[src/verilog/ber_pkg.sv]
// Package for the bridge error reporting block: register offsets, bit positions,
// reset values and cycle constants.
// Assumes a plain register port with read data one cycle after the read strobe.
package ber_pkg;

    // ----------------------------------------------------------------
    // Register offsets (byte addresses)
    // ----------------------------------------------------------------
    localparam logic [7:0] BER_OFF_CMD = 8'h00;   // Command: parity resp, serr enable
    localparam logic [7:0] BER_OFF_BCTL = 8'h04;  // Bridge control
    localparam logic [7:0] BER_OFF_PSTAT = 8'h08; // Primary status
    localparam logic [7:0] BER_OFF_SSTAT = 8'h0C; // Secondary status
    localparam logic [7:0] BER_OFF_CAUSE = 8'h10; // System error cause
    localparam logic [7:0] BER_OFF_DIS = 8'h14;   // System error event disable
    localparam logic [7:0] BER_OFF_LOCK = 8'h18;  // Lock state view

    // ----------------------------------------------------------------
    // Field positions
    // ----------------------------------------------------------------
    localparam int BER_CMD_PERR_EN = 0;
    localparam int BER_CMD_SERR_EN = 1;
    localparam int BER_BCTL_PERR_EN = 0;
    localparam int BER_BCTL_SERR_FWD = 1;
    localparam int BER_BCTL_MTO_SERR = 2;
    localparam int BER_PSTAT_SIG_SERR = 0;
    localparam int BER_SSTAT_RCV_SERR = 0;

    // Cause / disable bit positions, one per event
    localparam int BER_EV_PAR = 0;    // Posted write parity
    localparam int BER_EV_TABT = 1;   // Posted write target abort
    localparam int BER_EV_MABT = 2;   // Posted write master abort
    localparam int BER_EV_PWRTY = 3;  // Posted write retry limit
    localparam int BER_EV_DWRTY = 4;  // Delayed write retry limit
    localparam int BER_EV_DRRTY = 5;  // Delayed read retry limit
    localparam int BER_EV_MTO = 6;    // Master timeout (no disable bit)
    localparam int BER_EV_SERR = 7;   // Forwarded secondary system error
    localparam int BER_NEV = 8;

    // ----------------------------------------------------------------
    // Reset values
    // ----------------------------------------------------------------
    localparam logic [1:0] BER_CMD_RST = 2'h0;
    localparam logic [2:0] BER_BCTL_RST = 3'h0;
    localparam logic [7:0] BER_DIS_RST = 8'h00;
    localparam logic [7:0] BER_CAUSE_RST = 8'h00;

    // Retry limit exponent: 2**24 retries
    localparam int BER_RETRY_EXP = 24;

endpackage
[src/verilog/ber_core.sv]
// Bridge error reporting: secondary parity-error output, primary system-error
// output, status/cause flags, event disables and independent lock tracking.
// Assumes all event inputs are one-cycle pulses synchronous to clock; the bus
// logic outside supplies transaction role, direction and parity results.
//
// Functional notes
// - Secondary parity error driven for own detection only as write target/read initiator with enable set.
// - Secondary parity-response enable lives in bridge control, apart from command.
// - Upstream delayed write: primary target perr drives secondary perr if both enabled.
// - System error for perr seen on upstream or downstream posted write.
// - No system error for posted parity error detected as the write's target.
// - Posted parity system error needs both parity-response enables set.
// - System error output never asserted unless command system-error enable set.
// - Each system error assertion sets signalled-system-error in primary status.
// - Secondary system error input forwarded when forward enable is set.
// - Secondary system error input sets received flag in secondary status.
// - Target abort on forwarded posted write may raise system error.
// - Master abort on forwarded posted write may raise system error.
// - Posted write dropped after 2**24 retries, may raise system error.
// - Delayed write dropped after 2**24 retries, may raise system error.
// - Delayed read failing after 2**24 retries may raise system error.
// - Master timeout gated by its bridge control bit, no disable bit.
// - Cause register records which event raised system error.
// - Per-event disable bits suppress system error for their cause.
// - Primary and secondary locks independent, linked only by crossing lock.
//
// The plain strobed port and the register offsets are this design's own decisions.

`timescale 1ns/100ps

module ber_core
    import ber_pkg::*;
#(
    parameter int RETRY_W = BER_RETRY_EXP
)
(
    // Clock and reset
    input wire logic clock,
    input wire logic arst_n,
    // Register port
    input wire logic [7:0] reg_addr,
    input wire logic [31:0] reg_wdata,
    input wire logic reg_wr,
    input wire logic reg_rd,
    output logic [31:0] reg_rdata,
    // Secondary bus parity context
    input wire logic sec_wr_target,
    input wire logic sec_rd_init,
    input wire logic sec_par_err,
    input wire logic up_dw_pri_perr,
    output logic sec_perr_o,
    output logic sec_perr_oe,
    // Posted write parity events
    input wire logic up_pw_pri_perr,
    input wire logic dn_pw_sec_perr,
    input wire logic pw_perr_as_target,
    // Other system error events
    input wire logic sec_serr_n,
    input wire logic pw_target_abort,
    input wire logic pw_master_abort,
    input wire logic pw_retry,
    input wire logic pw_done,
    input wire logic dw_retry,
    input wire logic dw_done,
    input wire logic dr_retry,
    input wire logic dr_done,
    input wire logic dly_master_timeout,
    output logic pri_serr_o,
    output logic pri_serr_oe,
    // Lock tracking
    input wire logic pri_lock_set,
    input wire logic pri_lock_clr,
    input wire logic sec_lock_set,
    input wire logic sec_lock_clr,
    input wire logic cross_lock_set,
    input wire logic cross_lock_clr,
    output logic pri_locked,
    output logic sec_locked,
    output logic discard_pw,
    output logic discard_dw,
    output logic fail_dr
);

    // ----------------------------------------------------------------
    // Registers
    // ----------------------------------------------------------------
    logic [1:0] cmd_r;
    logic [2:0] bctl_r;
    logic sig_serr_r;
    logic rcv_serr_r;
    logic [BER_NEV-1:0] cause_r;
    logic [BER_NEV-1:0] dis_r;
    logic [31:0] rdata_r;
    logic sec_perr_r;
    logic pri_serr_r;
    logic pri_lock_r;
    logic sec_lock_r;
    logic cross_r;
    logic [RETRY_W-1:0] pw_cnt_r;
    logic [RETRY_W-1:0] dw_cnt_r;
    logic [RETRY_W-1:0] dr_cnt_r;
    logic [2:0] lim_r;

    // ----------------------------------------------------------------
    // Decode
    // ----------------------------------------------------------------
    wire wr_cmd = reg_wr && (reg_addr == BER_OFF_CMD);
    wire wr_bctl = reg_wr && (reg_addr == BER_OFF_BCTL);
    wire wr_pstat = reg_wr && (reg_addr == BER_OFF_PSTAT);
    wire wr_sstat = reg_wr && (reg_addr == BER_OFF_SSTAT);
    wire wr_cause = reg_wr && (reg_addr == BER_OFF_CAUSE);
    wire wr_dis = reg_wr && (reg_addr == BER_OFF_DIS);

    wire pri_perr_en = cmd_r[BER_CMD_PERR_EN];
    wire serr_en = cmd_r[BER_CMD_SERR_EN];
    wire sec_perr_en = bctl_r[BER_BCTL_PERR_EN];
    wire serr_fwd = bctl_r[BER_BCTL_SERR_FWD];
    wire mto_en = bctl_r[BER_BCTL_MTO_SERR];

    // Secondary parity error: own detection in the proper role, or primary
    // target error relayed on an upstream delayed write
    wire sec_perr_own = (sec_wr_target || sec_rd_init) && sec_perr_en && sec_par_err;
    wire sec_perr_relay = up_dw_pri_perr && pri_perr_en && sec_perr_en;
    wire sec_perr_nxt = sec_perr_own || sec_perr_relay;

    // Retry limits: a counter per queue reaching all ones on a retry
    wire pw_lim = pw_retry && (&pw_cnt_r);
    wire dw_lim = dw_retry && (&dw_cnt_r);
    wire dr_lim = dr_retry && (&dr_cnt_r);

    // Raw events before disables
    logic [BER_NEV-1:0] ev_raw;
    assign ev_raw[BER_EV_PAR] = (up_pw_pri_perr || dn_pw_sec_perr) && !pw_perr_as_target
        && pri_perr_en && sec_perr_en;
    assign ev_raw[BER_EV_TABT] = pw_target_abort;
    assign ev_raw[BER_EV_MABT] = pw_master_abort;
    assign ev_raw[BER_EV_PWRTY] = pw_lim;
    assign ev_raw[BER_EV_DWRTY] = dw_lim;
    assign ev_raw[BER_EV_DRRTY] = dr_lim;
    assign ev_raw[BER_EV_MTO] = dly_master_timeout && mto_en;
    assign ev_raw[BER_EV_SERR] = !sec_serr_n && serr_fwd;

    // Disable mask; timeout has no disable bit
    logic [BER_NEV-1:0] ev_mask;
    assign ev_mask = dis_r & ~(BER_NEV'(1) << BER_EV_MTO);
    logic [BER_NEV-1:0] ev_gated;
    assign ev_gated = ev_raw & ~ev_mask & {BER_NEV{serr_en}};
    wire serr_nxt = |ev_gated;

    // ----------------------------------------------------------------
    // Control registers
    // ----------------------------------------------------------------
    always_ff @(posedge clock or negedge arst_n)
    begin
        if (!arst_n)
        begin
            cmd_r <= BER_CMD_RST;
            bctl_r <= BER_BCTL_RST;
            dis_r <= BER_DIS_RST;
        end
        else
        begin
            if (wr_cmd)
                cmd_r <= reg_wdata[1:0];
            if (wr_bctl)
                bctl_r <= reg_wdata[2:0];
            if (wr_dis)
                dis_r <= reg_wdata[BER_NEV-1:0];
        end
    end

    // ----------------------------------------------------------------
    // Sticky flags, set wins over a write-one clear
    // ----------------------------------------------------------------
    always_ff @(posedge clock or negedge arst_n)
    begin
        if (!arst_n)
        begin
            sig_serr_r <= 1'b0;
            rcv_serr_r <= 1'b0;
            cause_r <= BER_CAUSE_RST;
        end
        else
        begin
            sig_serr_r <= serr_nxt || (sig_serr_r
                && !(wr_pstat && reg_wdata[BER_PSTAT_SIG_SERR]));
            rcv_serr_r <= !sec_serr_n || (rcv_serr_r
                && !(wr_sstat && reg_wdata[BER_SSTAT_RCV_SERR]));
            cause_r <= ev_gated | (cause_r
                & ~(wr_cause ? reg_wdata[BER_NEV-1:0] : '0));
        end
    end

    // ----------------------------------------------------------------
    // Retry counters; cleared on delivery and on wrap at the limit
    // ----------------------------------------------------------------
    always_ff @(posedge clock or negedge arst_n)
    begin
        if (!arst_n)
        begin
            pw_cnt_r <= '0;
            dw_cnt_r <= '0;
            dr_cnt_r <= '0;
            lim_r <= 3'h0;
        end
        else
        begin
            pw_cnt_r <= pw_done ? '0 : (pw_retry ? pw_cnt_r + 1'b1 : pw_cnt_r);
            dw_cnt_r <= dw_done ? '0 : (dw_retry ? dw_cnt_r + 1'b1 : dw_cnt_r);
            dr_cnt_r <= dr_done ? '0 : (dr_retry ? dr_cnt_r + 1'b1 : dr_cnt_r);
            lim_r <= {dr_lim, dw_lim, pw_lim};
        end
    end
    assign discard_pw = lim_r[0];
    assign discard_dw = lim_r[1];
    assign fail_dr = lim_r[2];

    // ----------------------------------------------------------------
    // Pin drivers: open-drain style, drive low while asserting
    // ----------------------------------------------------------------
    always_ff @(posedge clock or negedge arst_n)
    begin
        if (!arst_n)
        begin
            sec_perr_r <= 1'b0;
            pri_serr_r <= 1'b0;
        end
        else
        begin
            sec_perr_r <= sec_perr_nxt;
            pri_serr_r <= serr_nxt;
        end
    end
    assign sec_perr_o = 1'b0;
    assign sec_perr_oe = sec_perr_r;
    assign pri_serr_o = 1'b0;
    assign pri_serr_oe = pri_serr_r;

    // ----------------------------------------------------------------
    // Locks: each side tracks its own; a crossing lock ties both
    // ----------------------------------------------------------------
    always_ff @(posedge clock or negedge arst_n)
    begin
        if (!arst_n)
        begin
            pri_lock_r <= 1'b0;
            sec_lock_r <= 1'b0;
            cross_r <= 1'b0;
        end
        else
        begin
            pri_lock_r <= pri_lock_set || (pri_lock_r && !pri_lock_clr);
            sec_lock_r <= sec_lock_set || (sec_lock_r && !sec_lock_clr);
            cross_r <= cross_lock_set || (cross_r && !cross_lock_clr);
        end
    end
    // Concurrent locks on both sides are legal and never interfere
    assign pri_locked = pri_lock_r || cross_r;
    assign sec_locked = sec_lock_r || cross_r;

    // ----------------------------------------------------------------
    // Read data, one cycle after the strobe
    // ----------------------------------------------------------------
    logic [31:0] rd_mux;
    assign rd_mux = (reg_addr == BER_OFF_CMD) ? {30'h0, cmd_r}
        : (reg_addr == BER_OFF_BCTL) ? {29'h0, bctl_r}
        : (reg_addr == BER_OFF_PSTAT) ? {31'h0, sig_serr_r}
        : (reg_addr == BER_OFF_SSTAT) ? {31'h0, rcv_serr_r}
        : (reg_addr == BER_OFF_CAUSE) ? {24'h0, cause_r}
        : (reg_addr == BER_OFF_DIS) ? {24'h0, dis_r}
        : (reg_addr == BER_OFF_LOCK) ? {29'h0, cross_r, sec_lock_r, pri_lock_r}
        : 32'h0000_0000;
    always_ff @(posedge clock or negedge arst_n)
    begin
        if (!arst_n)
            rdata_r <= 32'h0000_0000;
        else
            rdata_r <= reg_rd ? rd_mux : 32'h0000_0000;
    end
    assign reg_rdata = rdata_r;

    // ----------------------------------------------------------------
    // Assertions
    // ----------------------------------------------------------------
    property p_sec_perr_cause;
        @(posedge clock) disable iff (!arst_n)
        sec_perr_oe |-> $past(sec_perr_en) && ($past(sec_wr_target) || $past(sec_rd_init)
            || ($past(up_dw_pri_perr) && $past(pri_perr_en)));
    endproperty
    a_sec_perr_cause: assert property (p_sec_perr_cause)
        else $error("secondary parity error without cause");

    property p_relay;
        @(posedge clock) disable iff (!arst_n)
        (up_dw_pri_perr && pri_perr_en && sec_perr_en) |=> sec_perr_oe;
    endproperty
    a_relay: assert property (p_relay)
        else $error("relayed parity error missing");

    property p_serr_en;
        @(posedge clock) disable iff (!arst_n)
        pri_serr_oe |-> $past(serr_en);
    endproperty
    a_serr_en: assert property (p_serr_en)
        else $error("system error without enable");

    property p_sig_flag;
        @(posedge clock) disable iff (!arst_n)
        pri_serr_oe |-> sig_serr_r;
    endproperty
    a_sig_flag: assert property (p_sig_flag)
        else $error("signalled flag not set");

    property p_fwd;
        @(posedge clock) disable iff (!arst_n)
        (!sec_serr_n && serr_fwd && serr_en && !dis_r[BER_EV_SERR]) |=> pri_serr_oe
            && cause_r[BER_EV_SERR];
    endproperty
    a_fwd: assert property (p_fwd)
        else $error("secondary system error not forwarded");

    property p_rcv;
        @(posedge clock) disable iff (!arst_n)
        !sec_serr_n |=> rcv_serr_r;
    endproperty
    a_rcv: assert property (p_rcv)
        else $error("received flag not set");

    property p_par_target;
        @(posedge clock) disable iff (!arst_n)
        $rose(cause_r[BER_EV_PAR]) |-> !$past(pw_perr_as_target);
    endproperty
    a_par_target: assert property (p_par_target)
        else $error("target parity raised system error");

    property p_par_both;
        @(posedge clock) disable iff (!arst_n)
        $rose(cause_r[BER_EV_PAR]) |-> $past(pri_perr_en) && $past(sec_perr_en);
    endproperty
    a_par_both: assert property (p_par_both)
        else $error("parity system error with enable clear");

    property p_mto;
        @(posedge clock) disable iff (!arst_n)
        (dly_master_timeout && mto_en && serr_en) |=> pri_serr_oe;
    endproperty
    a_mto: assert property (p_mto)
        else $error("timeout not reported despite disable");

    property p_sticky;
        @(posedge clock) disable iff (!arst_n)
        (sig_serr_r && !(wr_pstat && reg_wdata[BER_PSTAT_SIG_SERR])) |=> sig_serr_r;
    endproperty
    a_sticky: assert property (p_sticky)
        else $error("status flag lost");

endmodule

[config.mk]
export PLATFORM = sky130hd
export DESIGN_NAME = ber_core
export DESIGN_NICKNAME = d
export VERILOG_FILES = /design/src/verilog/ber_pkg.sv /design/src/verilog/ber_core.sv
export SDC_FILE = /design/constraint.sdc
export NUM_CORES = 1
export LEC_CHECK = 0
export BUFFER_PORTS_ARGS = -buffer_cell sky130_fd_sc_hd__buf_4
export CORE_ASPECT_RATIO = 0.9
export CORE_MARGIN = 10
export CORE_UTILIZATION = 40
export CTS_CLUSTER_SIZE = 20
export DETAILED_ROUTE_END_ITERATION = 6
export PLACE_DENSITY_LB_ADDON = 0.05
export SLEW_MARGIN = 5
export SYNTH_ARGS = -nofsm -noshare
export SYNTH_HDL_FRONTEND = slang
export SYNTH_SLANG_ARGS = --single-unit
[constraint.sdc]
create_clock -name clock -period 2.6 [get_ports clock]
set_input_delay 0.26 -clock clock [delete_from_list [all_inputs] [get_ports clock]]
set_output_delay 0.26 -clock clock [all_outputs]
set_load 0.05 [all_outputs]
* Yosys cells after proc, flatten, opt, wreduce, memory -nomap -nowiden
Index checks and enable logic that the tools add are counted.
Storage, ports and cells: register bits after elaboration 135, input port bits 67, output and inout port bits 41, logic and storage cells 96
Cells by class: $add $sub $neg 3, eq/ne operators 6, muxes and demuxes 15, bitwise operators 6, reduce and logical (&&, ||, !) cells 50
Operator list (number):
- 24-bit 2-to-1 mux | 6
- 24-bit by 1-bit adder with 24-bit output (second input constant) | 3
- 24-bit AND reduction | 3
- 8-bit 2-to-1 mux | 7
- 32-bit 2-to-1 mux | 1
- 1-bit logical AND | 25
- 8-bit bitwise AND | 3
- 8-bit by 5-bit == test with 1-bit output (second input constant) | 3
- 8-bit by 4-bit == test with 1-bit output (second input constant) | 2
- 8-bit NOT | 2
- 1-bit logical OR | 10
- 8-bit by 3-bit == test with 1-bit output (second input constant) | 1
- 8-bit logical NOT | 1
- 8-bit OR | 1
- 8-bit OR reduction | 1
- 1-bit logical NOT | 7
- 2-bit nonzero test | 3
- 3-bit 2-to-1 mux | 1

* Logic depth before layout (Yosys ltp)
depth in word-level cells 9, mapped depth 7, depth with buffers taken out 6

* Worst setup path before layout
Ideal clock, no wire load.
path type reg2reg, start point register dw_cnt_r[0], end point register dw_cnt_r[22], library setup time 0.132 ns, data arrival time 1.712 ns, required time 2.468 ns, path slack 0.756 ns, stages on the path, launching flop included 8, buffers on the path 1, clock period less this slack 1.844 ns, cell sequence dfrtp_1 ha_1 o211a_1 or3b_1 buf_2 nor4b_1 xnor2_1 nor2_1
On the way: longest elaborated chain between the ends 3
Ends and longest elaborated chain:
- start, declared | line ber_core.sv:100 | logic [RETRY_W-1:0] dw_cnt_r;
- start signal, assigned | line ber_core.sv:209 | dw_cnt_r <= dw_done ? '0 : (dw_retry ? dw_cnt_r + 1'b1 : dw_cnt_r);
- 24-bit by 1-bit adder with 24-bit output | line ber_core.sv:209
- 24-bit 2-to-1 mux (2 in a row) | line ber_core.sv:209
Every way passes these cells. The select of a mux whose other input is x is not followed. A chain may end at the register's enable or synchronous reset.

* Final worst setup path
start point register dw_cnt_r[8], end point register pri_serr_r (netlist: pri_serr_oe)
On the way: longest elaborated chain between the ends 5
Ends and longest elaborated chain:
- 24-bit AND reduction | line ber_core.sv:128 | wire dw_lim = dw_retry && (&dw_cnt_r);
- 1-bit logical AND | line ber_core.sv:128
- 8-bit bitwise AND (2 in a row) | line ber_core.sv:147 | assign ev_gated = ev_raw & ~ev_mask & {BER_NEV{serr_en}};
- 8-bit OR reduction | line ber_core.sv:148 | wire serr_nxt = |ev_gated;
- named net serr_nxt | line ber_core.sv:148
- end signal, assigned | line ber_core.sv:231 | pri_serr_r <= serr_nxt;
- end, declared | line ber_core.sv:95 | logic pri_serr_r;
The timed path passes the listed nets, and every way through them passes these cells.

==> results.txt <==
----------------------------------------------------
[Die]
  Number of placed I/O pins ... 108
  Effective utilization at floorplan ... 41.1%
  Core Area ... 13400 µm²
  Die extent in x ... 144 µm
  Die area ... 18900 µm²
  Height of the die ... 131 µm
  Cell Rows ... 40

[Detailed routing]
  DRC violations left ... 0
  Post-Route WL ... 12000 µm
  Drt wl/cell ... 15.3 µm
  Number of vias after detailed routing ... 3992
  Via density per instance ... 5.09
  Initial DRT Pass Iterations ... 4
  DRT iter0 DRCs ... 283
  Final ANT Viol Nets ... 0

[Timing]
  Peak Freq ... 487 MHz
  Setup repair after global routing missed its margin ... false
  Final worst clock skew ... 0.0119 ns
  Final critical-path share of the clock period ... 79.0%
  Setup tns final ... 0 ns
  Time the worst path needs with I/O delays and setup ... 2.05 ns
  Final-report max-slew violation count ... 0
  Number of setup violations in the final report ... 0
  Slew at the pin closest to its max-slew limit ... 0.762 ns
  Hold violation total from the final report ... 0
  Max-slew headroom at the worst pin ... 48.8%

[Logic synthesis]
  Library cell occupying the most area in the post-synthesis netlist ... sky130_fd_sc_hd__dfrtp_1
  Mean cell area of the mapped netlist ... 9.96 µm²
  Syn Inst Count ... 553
  Total of flip-flops plus latches after synthesis ... 111
  Area fraction of the dominant cell type after synthesis ... 50.4%
  Synthesized cell area ... 5510 µm²
  Number of warnings issued by yosys ... 0
  Fraction of the yosys area taken by sequential cells ... 50.4%
  Count of flip-flops with a built-in enable after synthesis ... 0
  Primary FF master, synth ... sky130_fd_sc_hd__dfrtp_1
  Main area contributors after synthesis ... sky130_fd_sc_hd__dfrtp_1 50%, sky130_fd_sc_hd__xor2_1 6.4%, sky130_fd_sc_hd__nor2_1 5.8%
  Post-synth ARST share ... 100%
  Cell variety after synth ... 55

[Global route]
  GRT Residual Overflow ... 0
  Via count of the first global-routing pass ... 4063
  Global-route wire length before repair ... 20600 µm
  Number of antenna violations at the first check in global routing ... 1
  Aggregate global-route resource usage ... 13.2%
  Largest net degree at the start of global routing ... 51

[Power]
  Final Power ... 0.00374 W
  Ratio of total power to cell area ... 584 nW/µm²
  Worst VDD drop ... 0.000396 V
  Reported leakage power ... 2.89 nW

[Clock tree]
  Worst skew pair latency ... 0.36 ns
  TritonCTS clock tree ... built
  PostCTS Resize Cnt ... 0
  Post-CTS setup-driven buffer insertion count ... 0
  Number of buffers created by CTS ... 9
  Clock input transition at the sequential cells of the worst setup and hold paths ... 0.07 ns
  H-tree depth ... 3
  Clk sink count ... 111
  Clk Tree Root Cell ... sky130_fd_sc_hd__clkbuf_16
  Longest Clk Path Bufs ... 2

[Setup path]
  Reg2Reg Depth ... 4
  Series of cell instances along the critical path ... nand4_1 > or4_4 > or4_4 > nand3_1
  Peak fanout along the critical path ... 6
  Data arrival time of the worst path ... 2.33 ns
  Required time of the critical path ... 2.88 ns
  Critical path capture point type ... flip-flop
  Kind of critical path ... flip-flop to flip-flop
  Cell with the largest stage delay on the worst path ... sky130_fd_sc_hd__or4_4
  Crit path top cell by count ... sky130_fd_sc_hd__or4_4
  Type of element launching the critical path ... flip-flop
  Critical path's largest stage delay ... 0.62 ns

[Cells and area]
  Final core area utilization ... 47.8%
  Area taken by flip-flops and latches ... 2780 µm²
  Footprint of the multi-input gates ... 2500 µm²
  Number of nets in the finished design ... 681
  Number of filler cells placed in the layout ... 1280
  Growth of design area from synthesis to finish ... 16.3%
  Share of post-route cells with drive strength above 1 ... 18.3%
  Total non-filler cell area in the finished layout ... 6410 µm²

[Place]
  Routability-driven placement congestion ratio ... 0.822
  Hpwl dp ... 8580 µm
  Count of input and output buffers ... 57
  Placed Area ... 6040 µm²

[Outcome]
  Outcome ... completed

[Min path]
  Class of the most critical hold timing path ... primary input to flip-flop
  Worst hold path depth ... 2

[Flow run]
  Max-cap check violation count ... 0

----------------------------------------------------
==> cells in the mapped netlist (4+ instances only) <==
cell type                  number
sky130_fd_sc_hd__a21o_1         4
sky130_fd_sc_hd__nor2b_1        5
sky130_fd_sc_hd__a22oi_1        5
sky130_fd_sc_hd__nand2_1       40
sky130_fd_sc_hd__or2_2          6
sky130_fd_sc_hd__o21ai_0       14
sky130_fd_sc_hd__and3_1        10
sky130_fd_sc_hd__or3_1          7
sky130_fd_sc_hd__clkbuf_1      11
sky130_fd_sc_hd__dfrtp_1      111
sky130_fd_sc_hd__a21oi_1       14
sky130_fd_sc_hd__nand3_1       22
sky130_fd_sc_hd__xor2_1        40
sky130_fd_sc_hd__nor2_1        85
sky130_fd_sc_hd__nand4_1       25
sky130_fd_sc_hd__buf_4         26
sky130_fd_sc_hd__mux2_2        13
sky130_fd_sc_hd__nand4b_1       4
sky130_fd_sc_hd__nor3_1        15
sky130_fd_sc_hd__and2_1         4
sky130_fd_sc_hd__buf_2          6
sky130_fd_sc_hd__inv_1         13
sky130_fd_sc_hd__xnor2_1       20
==> worst max-delay path, delay by kind of cell (launching register included) <==
kind          cells  cell delay [ns]
simple gates      4             1.57
flops             1             0.41
==> timing repair <==
action                                  in CTS  in global routing
endpoints found under the hold margin       43                  0
endpoints found under the setup margin       0                  0
hold buffers                                 1                  0
==> worst paths after layout <==
| kind | startpoint | slack (ns) | endpoint |
|---|---|---|---|
| setup / recovery | dw_cnt_r[8] | 0.55 | pri_serr_oe |
| hold / removal | sec_lock_set | 0.08 | sec_lock_r |
| setup reg to reg | dw_cnt_r[8] | 0.55 | pri_serr_oe |
| hold reg to reg | cause_r[0] | 0.48 | cause_r[0] |
| max in group asynchronous | arst_n | 1.44 | pw_cnt_r[23] |
| min in group asynchronous | arst_n | 0.45 | dr_cnt_r[8] |
==> layer usage <==
metal  share of wire, %  vias up  track usage, %
met5                  0        -               0
met4               0.84        0            2.89
met3                6.4        8            4.68
met2                 45       82            19.8
met1                 48     1929            17.8
li1                   -     1973               -
==> report_power, final <==
part	switching, W	total (W)	internal [W]	leakage [nW]
clock	0.000649	0.00162	0.000976	0.170
combinational	0.000212	0.000315	0.000103	1.20
sequential	0.0000313	0.00180	0.00177	1.52
==> cell families after synthesis <==
logic type / count (synthesis) / share of synthesized area, %
AND/OR/NAND/NOR: 247 / 23.1
flip-flops: 111 / 50.4
XOR/XNOR: 60 / 9.54
AO/OA/AOI/OAI: 58 / 7.20
buffers and inverters: 57 / 5.82
multiplexers: 16 / 3.20
adder cells (fa/ha/maj): 3 / 0.682
other: 1 / 0.0681
==> final cells by class <==
cell class	count	area share, %
multi-input combinational	410	39.1
antenna	1	0.0391
inverter	13	0.762
tap	168	3.28
timing repair buffer	66	7.97
clock buffer	10	3.73
clock inverter	6	1.80
sequential	111	43.4
==> registers in the layout, indices dropped and copies added (netlist names), 2 cells and up <==
register,count
dw_cnt_r,24
dr_cnt_r,24
cmd_r,2
dis_r,8
pw_cnt_r,24
cause_r,8
reg_rdata,8
bctl_r,3
lim_r,3
==> stage by stage <==
stage | setup slack [ns] | instances | hold slack [ns]
detailed placement | 0.514 | 767 | 0.312
global route | 0.406 | 784 | 0.0716
CTS | 0.556 | 784 | 0.0683
global placement | 0.533 | 767 | 0.311
floorplan | 0.756 | 578 | -0.0356
finish | 0.547 | 785 | 0.0841
==> placed cells by master, fill, tap and decap left out, types with 4 or more instances in the layout <==
cell,netlist,final
sky130_fd_sc_hd__nor2b_1,5,5
sky130_fd_sc_hd__nor2_1,85,85
sky130_fd_sc_hd__conb_1,1,26
sky130_fd_sc_hd__nand2_1,40,40
sky130_fd_sc_hd__a21o_1,4,4
sky130_fd_sc_hd__nand4_1,25,25
sky130_fd_sc_hd__o21ai_0,14,14
sky130_fd_sc_hd__nand4b_1,4,4
sky130_fd_sc_hd__and3_1,10,10
sky130_fd_sc_hd__or2_2,6,6
sky130_fd_sc_hd__nor3_1,15,15
sky130_fd_sc_hd__xnor2_1,20,20
sky130_fd_sc_hd__xor2_1,40,40
sky130_fd_sc_hd__nand3_1,22,22
sky130_fd_sc_hd__or3_1,7,7
sky130_fd_sc_hd__inv_1,13,13
sky130_fd_sc_hd__clkbuf_16,0,9
sky130_fd_sc_hd__a21oi_1,14,14
sky130_fd_sc_hd__buf_4,26,64
sky130_fd_sc_hd__a22oi_1,5,5
sky130_fd_sc_hd__mux2_2,13,13
sky130_fd_sc_hd__and2_1,4,4
sky130_fd_sc_hd__dfrtp_1,111,111
Power figures use the tool's default switching activity.
